===== src/core/sadc_pkg.sv =====
// sadc_pkg: constants and types for the sar converter sequence/mux control
// assumes: apb slave with 32-bit data, one clock, synchronous active-low reset
package sadc_pkg;

  localparam logic [11:0] SADC_OFS_CTRL_ONE   = 12'h000;
  localparam logic [11:0] SADC_OFS_CTRL_TWO   = 12'h004;
  localparam logic [11:0] SADC_OFS_CTRL_THREE = 12'h008;
  localparam logic [11:0] SADC_OFS_MUX_SEL    = 12'h00c;
  localparam logic [11:0] SADC_OFS_PIN_CFG    = 12'h010;
  localparam logic [11:0] SADC_OFS_SCAN_MASK  = 12'h014;
  localparam logic [11:0] SADC_OFS_STATUS     = 12'h018;
  localparam logic [11:0] SADC_OFS_BUF_BASE   = 12'h040;

  // control_one fields
  localparam int SADC_C1_MODULE_ON  = 15;
  localparam int SADC_C1_TRIG_LSB   = 5;
  localparam int SADC_C1_AUTO_SAMPLE_NOW  = 2;
  localparam int SADC_C1_SAMPLE_NOW = 1;
  localparam int SADC_C1_DONE       = 0;
  // control_two fields
  localparam int SADC_C2_REF_LSB    = 13;
  localparam int SADC_C2_SCAN_EN    = 10;
  localparam int SADC_C2_SMPI_LSB   = 2;
  localparam int SADC_C2_ALT        = 0;
  // control_three fields
  localparam int SADC_C3_SAMC_LSB   = 8;
  localparam int SADC_C3_DIV_LSB    = 0;
  // mux select fields, byte-relative
  localparam int SADC_MUX_NEG       = 4;
  localparam int SADC_MUX_B_LSB     = 8;

  localparam logic [15:0] SADC_RST_REG     = 16'h0000;
  localparam logic [15:0] SADC_C1_WMASK    = 16'h80e7;
  localparam logic [15:0] SADC_C2_WMASK    = 16'he43d;
  localparam logic [15:0] SADC_C3_WMASK    = 16'h1f3f;
  localparam logic [15:0] SADC_MUX_WMASK   = 16'h1f1f;

  localparam int SADC_CONV_TAD = 14;

  // trigger source codes
  localparam logic [2:0] SADC_TRIG_MANUAL = 3'h0;
  localparam logic [2:0] SADC_TRIG_EXT0   = 3'h1;
  localparam logic [2:0] SADC_TRIG_EXT1   = 3'h2;
  localparam logic [2:0] SADC_TRIG_EXT2   = 3'h3;
  localparam logic [2:0] SADC_TRIG_AUTO   = 3'h7;

  typedef enum logic [1:0]
  {
    SADC_IDLE   = 2'b00,
    SADC_SAMPLE = 2'b01,
    SADC_CONV   = 2'b10
  } sadc_state_t;

endpackage


===== src/core/sadc_result_mem.sv =====
// sadc_result_mem: 16-word result buffer with registered read data
// assumes: single clock, one write port, one read port
`timescale 1ns/1ps
module sadc_result_mem
#(
  parameter int WIDTH = 12,
  parameter int DEPTH = 16
)
(
  // clock
  input  wire logic                     clk,
  // write side
  input  wire logic                     wr_en,
  input  wire logic [$clog2(DEPTH)-1:0] wr_addr,
  input  wire logic [WIDTH-1:0]         wr_data,
  // read side
  input  wire logic [$clog2(DEPTH)-1:0] rd_addr,
  output logic      [WIDTH-1:0]         rd_data
);

  logic [WIDTH-1:0] mem [DEPTH];

  always_ff @(posedge clk)
  begin
    if (wr_en)
    begin
      mem[wr_addr] <= wr_data;
    end
    rd_data <= mem[rd_addr];
  end

endmodule


===== src/core/sadc_ctrl.sv =====
// sadc_ctrl: apb register file and sample/convert sequencer of the sar converter
// assumes: analog front end returns the result bits in conv_result at conversion end
//
// Added by the designer: the register offsets and the APB interface to the registers.
`timescale 1ns/1ps
module sadc_ctrl
  import sadc_pkg::*;
#(
  parameter int RES_BITS = 12
)
(
  // clock and reset
  input  wire logic                clk,
  input  wire logic                rst_n,
  // apb slave
  input  wire logic                psel,
  input  wire logic                penable,
  input  wire logic                pwrite,
  input  wire logic [11:0]         paddr,
  input  wire logic [31:0]         pwdata,
  output logic      [31:0]         prdata,
  output logic                     pready,
  output logic                     pslverr,
  // hardware trigger sources
  input  wire logic [2:0]          hw_trigger,
  // analog front end
  input  wire logic [RES_BITS-1:0] conv_result,
  output logic                     sample_connect,
  output logic      [3:0]          pos_input_sel,
  output logic                     neg_input_sel,
  output logic      [15:0]         pin_digital_mode_bits,
  output logic      [2:0]          reference_config,
  output logic                     module_on,
  output logic                     tad_tick,
  // interrupt pulse to cpu
  output logic                     converter_irq
);

  ////////////////////////////////////////////////////////////////////////////
  // state

  typedef struct packed {
    logic [15:0]   ctrl_one;
    logic [15:0]   ctrl_two;
    logic [15:0]   ctrl_three;
    logic [15:0]   mux_sel;
    logic [15:0]   pin_cfg;
    logic [15:0]   scan_mask;
    sadc_state_t   state;
    logic [5:0]    div_cnt;
    logic [4:0]    tad_cnt;
    logic [3:0]    seq_cnt;
    logic [3:0]    buf_ptr;
    logic [3:0]    scan_pos;
    logic          use_b;
    logic          irq;
    logic          rd_pend;
    logic [31:0]   rdata;
  } sadc_regs_t;

  sadc_regs_t r;
  sadc_regs_t next_r;

  logic [RES_BITS-1:0] mem_rdata;
  logic                mem_wr;
  logic                tick;
  logic                wr_acc;
  logic                rd_acc;
  logic                is_buf;
  logic                trig_hit;
  logic [3:0]          scan_input;

  // lowest set bit of mask at or above a position
  function automatic logic [3:0] next_scan(input logic [15:0] mask, input logic [3:0] from);
    logic [3:0] res;
    logic       found;
    res   = from;
    found = 1'b0;
    for (int i = 0; i < 16; i++)
    begin
      if (!found && i >= from && mask[i])
      begin
        res   = 4'(i);
        found = 1'b1;
      end
    end
    return res;
  endfunction

  function automatic logic [15:0] merge(input logic [15:0] old, input logic [31:0] wd,
                                        input logic [15:0] m);
    return (old & ~m) | (wd[15:0] & m);
  endfunction

  ////////////////////////////////////////////////////////////////////////////
  // helpers

  assign is_buf  = paddr[11:6] == SADC_OFS_BUF_BASE[11:6];
  assign wr_acc  = psel && penable && pwrite && pready;
  assign rd_acc  = psel && !penable && !pwrite;
  assign tick    = r.div_cnt == r.ctrl_three[SADC_C3_DIV_LSB +: 6];
  assign scan_input = next_scan(r.scan_mask, r.scan_pos);

  always_comb
  begin
    unique case (r.ctrl_one[SADC_C1_TRIG_LSB +: 3])
      SADC_TRIG_EXT0: trig_hit = hw_trigger[0];
      SADC_TRIG_EXT1: trig_hit = hw_trigger[1];
      SADC_TRIG_EXT2: trig_hit = hw_trigger[2];
      SADC_TRIG_AUTO: trig_hit = tick &&
                                 r.tad_cnt >= r.ctrl_three[SADC_C3_SAMC_LSB +: 5];
      default:        trig_hit = !r.ctrl_one[SADC_C1_SAMPLE_NOW];
    endcase
  end

  sadc_result_mem #(
    .WIDTH (RES_BITS),
    .DEPTH (16)
  ) u_mem (
    .clk     (clk),
    .wr_en   (mem_wr),
    .wr_addr (r.buf_ptr),
    .wr_data (conv_result),
    .rd_addr (paddr[5:2]),
    .rd_data (mem_rdata)
  );

  ////////////////////////////////////////////////////////////////////////////
  // next state

  always_comb
  begin
    next_r = r;
    mem_wr = 1'b0;
    next_r.irq = 1'b0;
    next_r.rd_pend = rd_acc;
    next_r.div_cnt = tick ? 6'h00 : r.div_cnt + 6'h01;

    // register writes; pin and scan masks store the whole halfword, mux settings only their writable bits
    if (wr_acc)
    begin
      unique case (paddr)
        SADC_OFS_CTRL_ONE:   next_r.ctrl_one   = merge(r.ctrl_one, pwdata, SADC_C1_WMASK);
        SADC_OFS_CTRL_TWO:   next_r.ctrl_two   = merge(r.ctrl_two, pwdata, SADC_C2_WMASK);
        SADC_OFS_CTRL_THREE: next_r.ctrl_three = merge(r.ctrl_three, pwdata, SADC_C3_WMASK);
        SADC_OFS_MUX_SEL:    next_r.mux_sel    = merge(r.mux_sel, pwdata, SADC_MUX_WMASK);
        SADC_OFS_PIN_CFG:    next_r.pin_cfg    = pwdata[15:0];
        SADC_OFS_SCAN_MASK:  next_r.scan_mask  = pwdata[15:0];
        default:             next_r.mux_sel    = next_r.mux_sel;
      endcase
    end

    if (!r.ctrl_one[SADC_C1_MODULE_ON])
    begin
      // off: sequencer parked, counters fresh
      next_r.state    = SADC_IDLE;
      next_r.seq_cnt  = 4'h0;
      next_r.scan_pos = 4'h0;
      next_r.use_b    = 1'b0;
      next_r.buf_ptr  = 4'h0;
      next_r.tad_cnt  = 5'h00;
    end
    else
    begin
      unique case (r.state)
        SADC_IDLE:
        begin
          if (r.ctrl_one[SADC_C1_SAMPLE_NOW] || r.ctrl_one[SADC_C1_AUTO_SAMPLE_NOW])
          begin
            next_r.state   = SADC_SAMPLE;
            next_r.tad_cnt = 5'h00;
            next_r.ctrl_one[SADC_C1_SAMPLE_NOW] = 1'b1;
          end
        end
        SADC_SAMPLE:
        begin
          if (tick && r.tad_cnt != 5'h1f)
          begin
            next_r.tad_cnt = r.tad_cnt + 5'h01;
          end
          if (trig_hit)
          begin
            next_r.state   = SADC_CONV;
            next_r.tad_cnt = 5'h00;
            next_r.ctrl_one[SADC_C1_SAMPLE_NOW] = 1'b0;
            next_r.ctrl_one[SADC_C1_DONE] = 1'b0;
          end
        end
        SADC_CONV:
        begin
          if (tick)
          begin
            next_r.tad_cnt = r.tad_cnt + 5'h01;
          end
          if (tick && r.tad_cnt == 5'(SADC_CONV_TAD - 1))
          begin
            mem_wr = 1'b1;
            next_r.buf_ptr = r.buf_ptr + 4'h1;
            next_r.ctrl_one[SADC_C1_DONE] = 1'b1;
            next_r.tad_cnt = 5'h00;
            if (r.ctrl_two[SADC_C2_ALT])
            begin
              next_r.use_b = !r.use_b;
            end
            if (r.ctrl_two[SADC_C2_SCAN_EN] && !r.use_b)
            begin
              next_r.scan_pos = scan_input + 4'h1;
            end
            if (r.seq_cnt == r.ctrl_two[SADC_C2_SMPI_LSB +: 4])
            begin
              next_r.irq      = 1'b1;
              next_r.seq_cnt  = 4'h0;
              next_r.scan_pos = 4'h0;
              next_r.buf_ptr  = 4'h0;
              next_r.use_b    = 1'b0;
            end
            else
            begin
              next_r.seq_cnt = r.seq_cnt + 4'h1;
            end
            if (r.ctrl_one[SADC_C1_AUTO_SAMPLE_NOW])
            begin
              next_r.state = SADC_SAMPLE;
              next_r.ctrl_one[SADC_C1_SAMPLE_NOW] = 1'b1;
            end
            else
            begin
              next_r.state = SADC_IDLE;
            end
          end
        end
        default: next_r.state = SADC_IDLE;
      endcase
    end

    // read data captured in the setup cycle
    next_r.rdata = 32'h0000_0000;
    if (rd_acc)
    begin
      unique case (paddr)
        SADC_OFS_CTRL_ONE:   next_r.rdata = {16'h0000, r.ctrl_one};
        SADC_OFS_CTRL_TWO:   next_r.rdata = {16'h0000, r.ctrl_two};
        SADC_OFS_CTRL_THREE: next_r.rdata = {16'h0000, r.ctrl_three};
        SADC_OFS_MUX_SEL:    next_r.rdata = {16'h0000, r.mux_sel};
        SADC_OFS_PIN_CFG:    next_r.rdata = {16'h0000, r.pin_cfg};
        SADC_OFS_SCAN_MASK:  next_r.rdata = {16'h0000, r.scan_mask};
        SADC_OFS_STATUS:     next_r.rdata = {16'h0000, r.buf_ptr, r.seq_cnt,
                                             r.scan_pos, r.use_b, 1'b0, r.state};
        default:             next_r.rdata = 32'h0000_0000;
      endcase
    end
  end

  always_ff @(posedge clk)
  begin
    if (!rst_n)
    begin
      r <= '0;
    end
    else
    begin
      r <= next_r;
    end
  end

  ////////////////////////////////////////////////////////////////////////////
  // outputs

  // read data captured on the setup edge, so buffer words come out of the memory register
  assign pready  = !psel || !penable || pwrite || r.rd_pend;
  assign pslverr = 1'b0;
  assign prdata  = is_buf ? 32'(mem_rdata) : r.rdata;

  // one channel, fed by mux a or b
  assign pos_input_sel = r.use_b ? r.mux_sel[SADC_MUX_B_LSB +: 4] :
                         r.ctrl_two[SADC_C2_SCAN_EN] ? scan_input :
                         r.mux_sel[3:0];
  assign neg_input_sel = r.use_b ? r.mux_sel[SADC_MUX_B_LSB + SADC_MUX_NEG] :
                         r.mux_sel[SADC_MUX_NEG];
  assign sample_connect        = r.state == SADC_SAMPLE;
  assign pin_digital_mode_bits = r.pin_cfg;
  assign reference_config      = r.ctrl_two[SADC_C2_REF_LSB +: 3];
  assign module_on             = r.ctrl_one[SADC_C1_MODULE_ON];
  assign tad_tick              = tick;
  assign converter_irq         = r.irq;

  ////////////////////////////////////////////////////////////////////////////
  // checks

  // check helper only: converter periods seen so far in the running conversion
  logic [4:0] conv_ticks;

  always_ff @(posedge clk)
  begin
    if (!rst_n || r.state != SADC_CONV)
    begin
      conv_ticks <= 5'h00;
    end
    else if (tick)
    begin
      conv_ticks <= conv_ticks + 5'h01;
    end
  end

  // a conversion cut by switching off is not judged
  property p_conv_len;
    @(posedge clk) disable iff (!rst_n)
    r.state == SADC_CONV && next_r.state != SADC_CONV && module_on |->
      tick && conv_ticks == 5'(SADC_CONV_TAD - 1);
  endproperty
  a_conv_len: assert property (p_conv_len) else $error("conversion length wrong");

  property p_off_idle;
    @(posedge clk) disable iff (!rst_n)
    !module_on |=> r.state == SADC_IDLE && r.seq_cnt == 4'h0;
  endproperty
  a_off_idle: assert property (p_off_idle) else $error("off did not park");

  property p_irq_cnt;
    @(posedge clk) disable iff (!rst_n)
    converter_irq |-> r.seq_cnt == 4'h0 && $past(r.seq_cnt) == r.ctrl_two[5:2];
  endproperty
  a_irq_cnt: assert property (p_irq_cnt) else $error("irq count wrong");

  property p_auto;
    @(posedge clk) disable iff (!rst_n)
    $fell(r.state == SADC_CONV) && module_on && r.ctrl_one[SADC_C1_AUTO_SAMPLE_NOW]
      |-> r.state == SADC_SAMPLE;
  endproperty
  a_auto: assert property (p_auto) else $error("auto sample missed");

  property p_manual_trig;
    @(posedge clk) disable iff (!rst_n)
    r.state == SADC_SAMPLE && module_on && r.ctrl_one[7:5] == SADC_TRIG_MANUAL
      && !r.ctrl_one[SADC_C1_SAMPLE_NOW] |=> r.state == SADC_CONV;
  endproperty
  a_manual_trig: assert property (p_manual_trig) else $error("manual trigger");

  property p_mux_a;
    @(posedge clk) disable iff (!rst_n)
    !r.use_b && !r.ctrl_two[SADC_C2_SCAN_EN] |->
      pos_input_sel == r.mux_sel[3:0] && neg_input_sel == r.mux_sel[4];
  endproperty
  a_mux_a: assert property (p_mux_a) else $error("mux a routing");

  property p_alt_off;
    @(posedge clk) disable iff (!rst_n)
    !r.ctrl_two[SADC_C2_ALT] && !r.use_b |=> !r.use_b;
  endproperty
  a_alt_off: assert property (p_alt_off) else $error("mux b used");

  property p_connect;
    @(posedge clk) disable iff (!rst_n)
    r.state == SADC_SAMPLE && module_on && trig_hit |=> !sample_connect;
  endproperty
  a_connect: assert property (p_connect) else $error("connected in conv");

  c_irq:  cover property (@(posedge clk) disable iff (!rst_n) converter_irq);
  c_altb: cover property (@(posedge clk) disable iff (!rst_n) r.use_b && sample_connect);
  c_auto: cover property (@(posedge clk) disable iff (!rst_n)
                          r.ctrl_one[7:5] == SADC_TRIG_AUTO && mem_wr);

endmodule


===== config.mk =====
export PLATFORM = sky130hd
export DESIGN_NAME = sadc_ctrl
export DESIGN_NICKNAME = d
export VERILOG_FILES = /design/src/core/sadc_pkg.sv /design/src/core/sadc_result_mem.sv /design/src/core/sadc_ctrl.sv
export SDC_FILE = /design/constraint.sdc
export NUM_CORES = 1
export LEC_CHECK = 0
export BUFFER_PORTS_ARGS = -buffer_cell sky130_fd_sc_hd__buf_2
export CAP_MARGIN = 20
export CORE_MARGIN = 8
export CORE_UTILIZATION = 53
export CTS_BUF_LIST = sky130_fd_sc_hd__clkbuf_16
export DETAILED_ROUTE_END_ITERATION = 7
export PLACE_DENSITY = 0.81
export SYNTH_ARGS = -nofsm -noshare
export SYNTH_HDL_FRONTEND = slang
export SYNTH_SLANG_ARGS = --single-unit

===== constraint.sdc =====
create_clock -name clk -period 6.6 [get_ports clk]
set_clock_uncertainty 0.15 [all_clocks]
set_input_delay 0.66 -clock clk [delete_from_list [all_inputs] [get_ports clk]]
set_output_delay 0.66 -clock clk [all_outputs]
set_load 0.02 [all_outputs]

======== Word-level counts from Yosys, hierarchy flattened ========
Memories as Yosys holds them, arrays and structs flattened. A register that Yosys moved wholly into a read port is not among the register bits.
Cells that the tools add are included.
word-level totals
  register bits after elaboration ......... 156
  memory bits (writable) .................. 192
  memories kept ........................... 1
  logic and storage cells ................. 220
memories
  name       depth  bits a word  rd ports  clocked after Yosys merged registers in  write ports  line                   source
  u_mem.mem  16     12           1         1                                        1            sadc_result_mem.sv:21  logic [WIDTH-1:0] mem [DEPTH];
cells by class
  add/subtract/negate cells ............... 5
  reductions and logical operators ........ 83
  bitwise gates (word level) .............. 5
  order comparisons ....................... 16
  equality and inequality tests ........... 22
  muxes and demuxes ....................... 71
operator list
  operator                                                           count
  case mux 16 bit (7 select lines)                                   1
  2-to-1 mux 82 bit                                                  1
  2-to-1 mux 16 bit                                                  5
  2-to-1 mux 4 bit                                                   20
  logical AND 1 bit                                                  39
  equality test 12 x 5 -> 1 bit (second input constant)              3
  2-to-1 mux 32 bit                                                  1
  OR 16 x 13 -> 16 bit                                               2
  greater-or-equal comparator 4 bit (first input constant)           7
  2-to-1 mux 1 bit                                                   25
  equality test 12 x 4 -> 1 bit (second input constant)              2
  zero test 1 bit                                                    20
  2-to-1 mux 5 bit                                                   4
  2-to-1 mux 19 bit                                                  1
  AND reduction 2 bit                                                9
  greater-or-equal comparator 3 x 4 -> 1 bit (first input constant)  4
  OR 13 x 16 -> 16 bit                                               1
  OR 15 x 16 -> 16 bit                                               1
  case mux 5 bit (3 select lines)                                    1
  2-to-1 mux 2 bit                                                   7
  adder 4 x 1 -> 4 bit (second input constant)                       3
  equality test 12 x 3 -> 1 bit (second input constant)              1
  zero test 12 bit                                                   1
  2-to-1 mux 10 bit                                                  1
  other kinds (31)                                                   42

======== Depth between registers and ports, before layout ========
  depth in word-level cells ............... 67
  gate-level depth with buffers ........... 13
  gate-level depth less buffers ........... 11

======== Hierarchy ========
Synthesis repeated with hierarchy kept, for this count alone.
unflattened totals
  cells, all modules ...................... 1,063
  area total of the unflattened synthesis .. 13,721.9 sq um
modules (own cells, without submodules)
  module           times used  area an instance (sq um)  cells an instance
  sadc_result_mem  1           7,599.8                   329
  sadc_ctrl        1           6,122.1                   734

======== Least setup slack after synthesis ========
No wires, ideal clock.
  path type ............................... register -> register
  start ................................... register r[55] (netlist name)
  end ..................................... memory u_mem.mem[0][0], enable pin
  data arrival time ....................... 2,798 ps
  cell stages (with the launch flop) ...... 7
  setup time .............................. 412 ps
  path buffers ............................ 0
  slack ................................... 3,240 ps
  period minus slack after synthesis ...... 3,360 ps
  data required time ...................... 6,038 ps
  path through ............................ dfxtp_1 -> xor2_1 -> nor4_2 -> nand3_4 -> nor4_4 -> nand2_1 -> nor4_1
between the ends
  longest elaborated chain between the ends .. 7
ends and longest elaborated chain
  element                                 line                   source
  start: declaration                      sadc_ctrl.sv:61        sadc_regs_t r;
  start signal: assignment                sadc_ctrl.sv:262       r <= next_r;
  equality test 6 bit                     sadc_ctrl.sv:101       assign tick = r.div_cnt == r.ctrl_three[SADC_C3_DIV_LSB +: 6];
  logical AND 1 bit                       sadc_ctrl.sv:195       if (tick && r.tad_cnt == 5'(SADC_CONV_TAD - 1))
  2-to-1 mux 1 bit                        sadc_ctrl.sv:195
  2-to-1 mux 1 bit                        sadc_ctrl.sv:165       unique case (r.state)
  2-to-1 mux 1 bit                        sadc_ctrl.sv:153       if (!r.ctrl_one[SADC_C1_MODULE_ON])
  2-to-1 mux 1 bit                        sadc_result_mem.sv:25  if (wr_en)
  2-to-1 mux 1 bit (implied by the code)  sadc_result_mem.sv:27  mem[wr_addr] <= wr_data;
  end: declaration                        sadc_result_mem.sv:21
No other way between the ends.

======== Worst setup path after layout ========
  start ................................... register r[37] (netlist name)
  end ..................................... output port pos_input_sel[0]
between the ends
  longest elaborated chain between the ends .. 64
  elaborated cells on any way between the ends .. 93
ends and longest elaborated chain
  element                                     line              source
  greater-or-equal comparator 1 x 4 -> 1 bit  sadc_ctrl.sv:81   if (!found && i >= from && mask[i])
  logical AND 1 bit                           sadc_ctrl.sv:81
  2-to-1 mux 1 bit                            sadc_ctrl.sv:81
  zero test 1 bit                             sadc_ctrl.sv:81
  logical AND 1 bit (2 in a row)              sadc_ctrl.sv:81
  2-to-1 mux 1 bit                            sadc_ctrl.sv:81
  zero test 1 bit                             sadc_ctrl.sv:81
  logical AND 1 bit (2 in a row)              sadc_ctrl.sv:81
  [... 45 more ...]                           --
  zero test 1 bit                             sadc_ctrl.sv:81
  logical AND 1 bit (2 in a row)              sadc_ctrl.sv:81
  2-to-1 mux 1 bit                            sadc_ctrl.sv:81
  zero test 1 bit                             sadc_ctrl.sv:81
  logical AND 1 bit                           sadc_ctrl.sv:81
  2-to-1 mux 4 bit (*)                        sadc_ctrl.sv:81
  2-to-1 mux 4 bit (*)                        sadc_ctrl.sv:276  r.ctrl_two[SADC_C2_SCAN_EN] ? scan_input :
  2-to-1 mux 4 bit (*)                        sadc_ctrl.sv:275  assign pos_input_sel = r.use_b ? r.mux_sel[SADC_MUX_B_LSB +: 4] :
  end: declaration                            sadc_ctrl.sv:29   output logic [3:0] pos_input_sel,
Every way passes the cells marked *; elsewhere a longest branch is shown, timed or not.

==> out/results.ini <==
[global_routing]
grt_util_all_layers_pct = 22.2
grt_first_pass_wirelength_um = 53700
grt_max_degree = 55
grt_overflow = 0
first_global_vias = 9060
antenna_found_initial = 5

[setup_path]
critPathMaxFanout = 23
worst-endpoint-required_ns = 5.79
cp-start-kind = register
cp_data_arrival_time_ns = 3.51
timing_worst_setup_path_type = register to output port
worstSetupEndpointType = output port

[worst_hold_path]
min_path_type = input pin to register

[clocking]
number_of_buffers_inserted_during_clock_tree_synthesis = 34
clock_tree.root_cell = sky130_fd_sc_hd__clkbuf_16
clockBufferDepth = 3
cts.reportedPaths.clkPinSlew_ns = 0.06
post_cts_resize_count = 0
h-tree-depth = 2
clock_sink_count = 317
cts_hold_buf = 0
cts_tree = yes
worstSkewPairLatency_ns = 0.53
post_cts.repair.setup_buffers = 0

[route]
drt-pass1-iter-count = 6
detail_route.vias_per_cell = 6.21
drt_first_iter_violations = 1213
drt-wirelength-per-cell_um = 23.8
postRouteWirelength_um = 35600
dr_total_vias = 9297
drt_drc_violations_left = 0
route.antenna.remaining_nets = 0

[pwr]
power.leakage_uw = 0.00528
p_total_uw = 4170
power-per-cell-area_nw_per_um2 = 267
ir_drop_v = 0.000248

[cells_and_area]
finalNetCount = 1218
area.growth.synth_to_final_pct = 12.2
final_layout_size_suffix_gt1_share_pct = 22.0
fillerInstances = 1908

[place]
place.gp.congestion = 0.887
post-dp-hpwl_um = 22400
port_buffers = 92

[floorplanning]
num_io_pins = 126
height_of_the_chip_um = 178
floorplan.initialDensity_pct = 53.8
core_um2 = 25900
die_width_um = 178
row_count = 59
fp.dieArea_um2 = 31800

[synthesis]
post_synth_inst_count = 1072
synth.cell_area_um2 = 13900
yosys_warnings = 0
yosysMostFrequentCell = sky130_fd_sc_hd__edfxtp_1
synth_cell_types = 74
area_contributors_post_synth = sky130_fd_sc_hd__edfxtp_1 (41%), sky130_fd_sc_hd__dfxtp_1 (18%), sky130_fd_sc_hd__mux4_2 (9.7%), sky130_fd_sc_hd__nand2_1 (3.1%), sky130_fd_sc_hd__a21boi_0 (2.4%)
synth-seq-cells = 317
fraction_of_registers_with_async_set_or_reset_after_synthesis_pct = 0
synth_largest_area_cell = sky130_fd_sc_hd__edfxtp_1
synth_enable_flop_cells = 192
synthFlopType = sky130_fd_sc_hd__edfxtp_1
seq_area_frac_synth_pct = 59.3
yosys-top-cells-count = sky130_fd_sc_hd__edfxtp_1 (192), sky130_fd_sc_hd__dfxtp_1 (125), sky130_fd_sc_hd__nand2_1 (114), sky130_fd_sc_hd__mux4_2 (60), sky130_fd_sc_hd__nor2_1 (60)
synth_largest_type_area_fraction_pct = 41.4
post_synth.cell_area_avg_um2 = 13.0

[sta]
highest_attainable_clock_frequency_ghz = 0.232
worst_hold_slack_after_final_layout_ns = 0.273
totalNegativeSetupSlack_ns = 0
worst-slew-pin-transition_ns = 1.09
timing.slew.headroom_pct = 27.7
rsz0062_at_grt = false
final.min_clock_period_ns = 4.32
timing.final.hold_violations = 0
setup_violations = 0
post-route-period-util_pct = 65.4
timing_max_transition_violations_final = 0

[status]
outcome = finished, final reports clean

[flow_run]
timing.max_cap.violations = 0

==> worst max-delay path, cell delays in order (launching register included) <==
cell and delay, ns:
sky130_fd_sc_hd__dfxtp_1 0.83, sky130_fd_sc_hd__nor3b_1 0.16, sky130_fd_sc_hd__a2111oi_1 0.72, sky130_fd_sc_hd__a311oi_1 0.11, sky130_fd_sc_hd__o21a_1 0.21, sky130_fd_sc_hd__o2111ai_1 0.27, sky130_fd_sc_hd__and2_1 0.24, sky130_fd_sc_hd__a211oi_1 0.11
sky130_fd_sc_hd__a21o_1 0.18, sky130_fd_sc_hd__buf_2 0.16
==> cells by family (layout without fill, tap and decap cells) <==
group / Yosys count / in the layout / share of synthesized area, %
multiplexers: 98 / 98 / 12.5
AND/OR/NAND/NOR: 309 / 309 / 11.1
AO/OA/AOI/OAI: 187 / 187 / 9.42
other: 1 / 19 / 0.0269
adder cells (fa/ha/maj): 20 / 20 / 1.78
buffers and inverters: 117 / 189 / 4.38
flip-flops: 317 / 317 / 59.3
XOR/XNOR: 23 / 23 / 1.44
==> cell usage in the layout (no fill, tap or decap), types with 6 or more instances in the layout <==
cell type and instances:
sky130_fd_sc_hd__nor2_1 56, sky130_fd_sc_hd__o21a_1 8, sky130_fd_sc_hd__inv_1 27, sky130_fd_sc_hd__buf_4 13
sky130_fd_sc_hd__and2_1 17, sky130_fd_sc_hd__nand4_1 9, sky130_fd_sc_hd__xor2_1 17, sky130_fd_sc_hd__xnor2_1 6
sky130_fd_sc_hd__ha_1 19, sky130_fd_sc_hd__clkinv_1 7, sky130_fd_sc_hd__mux2_2 14, sky130_fd_sc_hd__mux4_2 60
sky130_fd_sc_hd__mux2i_1 24, sky130_fd_sc_hd__a31oi_1 9, sky130_fd_sc_hd__nand2b_1 10, sky130_fd_sc_hd__edfxtp_1 192
sky130_fd_sc_hd__nand2_1 114, sky130_fd_sc_hd__a21boi_0 44, sky130_fd_sc_hd__dfxtp_1 125, sky130_fd_sc_hd__conb_1 17
sky130_fd_sc_hd__clkbuf_16 34, sky130_fd_sc_hd__buf_2 91, sky130_fd_sc_hd__and3_1 7, sky130_fd_sc_hd__nor2b_1 7
sky130_fd_sc_hd__nand3_1 38, sky130_fd_sc_hd__o21ai_0 17, sky130_fd_sc_hd__a21oi_1 34, sky130_fd_sc_hd__a22oi_1 35
sky130_fd_sc_hd__nor3_1 9
==> through the flow <==
stage	cells	instance area, um2	util [%]	worst slack (ns)
4_1_cts	1495	15600	60.3	2.36
5_1_grt	1497	15600	60.4	2.11
6_report	1497	15600	60.4	2.28
2_1_floorplan	1088	14000	-	3.24
3_5_place_dp	1434	14500	55.9	2.66
3_3_place_gp	1434	14500	55.9	2.70
==> sequential cells by signal, indices dropped and copies added (netlist names) <==
signal	flops
module_on	1
converter_irq	1
u_mem.rd_data	12
reference_config	3
u_mem.mem	192
pin_digital_mode_bits	16
r	92
==> worst paths after layout <==
check,start,to,slack (ns),cells past startpoint
setup / recovery,r[37]$_SDFFE_PN0P_,pos_input_sel[0],2.28,9
hold / removal,pwdata[7],r[67]$_SDFFE_PN0P_,0.27,3
setup reg to reg,r[111]$_SDFFE_PN0P_,u_mem.mem[6][7]$_DFFE_PP_,2.84,7
hold reg to reg,r[124]$_SDFFE_PN0P_,r[124]$_SDFFE_PN0P_,0.34,2
==> cell type report <==
| type | count | area (um2) | area share [%] |
|---|---|---|---|
| clock inverter | 27 | 297 | 1.90 |
| clock buffer | 34 | 851 | 5.44 |
| multi-input combinational | 654 | 5160 | 33.0 |
| sequential | 317 | 8270 | 52.9 |
| inverter | 24 | 90.1 | 0.576 |
| timing repair buffer | 104 | 553 | 3.54 |
| antenna | 2 | 5.00 | 0.0320 |
| tap | 335 | 419 | 2.68 |
==> metal layers <==
metal	vias to the layer above	global-route usage [%]	share of wire, %
li1	4104	-	-
met1	4493	27.9	37
met2	600	36.4	48
met3	94	5.19	11
met4	6	9.65	4.2
met5	-	0	0.10
==> report_power, final <==
group	internal [uW]	switching (uW)	total, uW
Combinational	54.3	79.9	134
Clock	1120	814	1930
Sequential	2100	2.97	2110
Total	3280	897	4170
(Power assumes the default switching activity.)
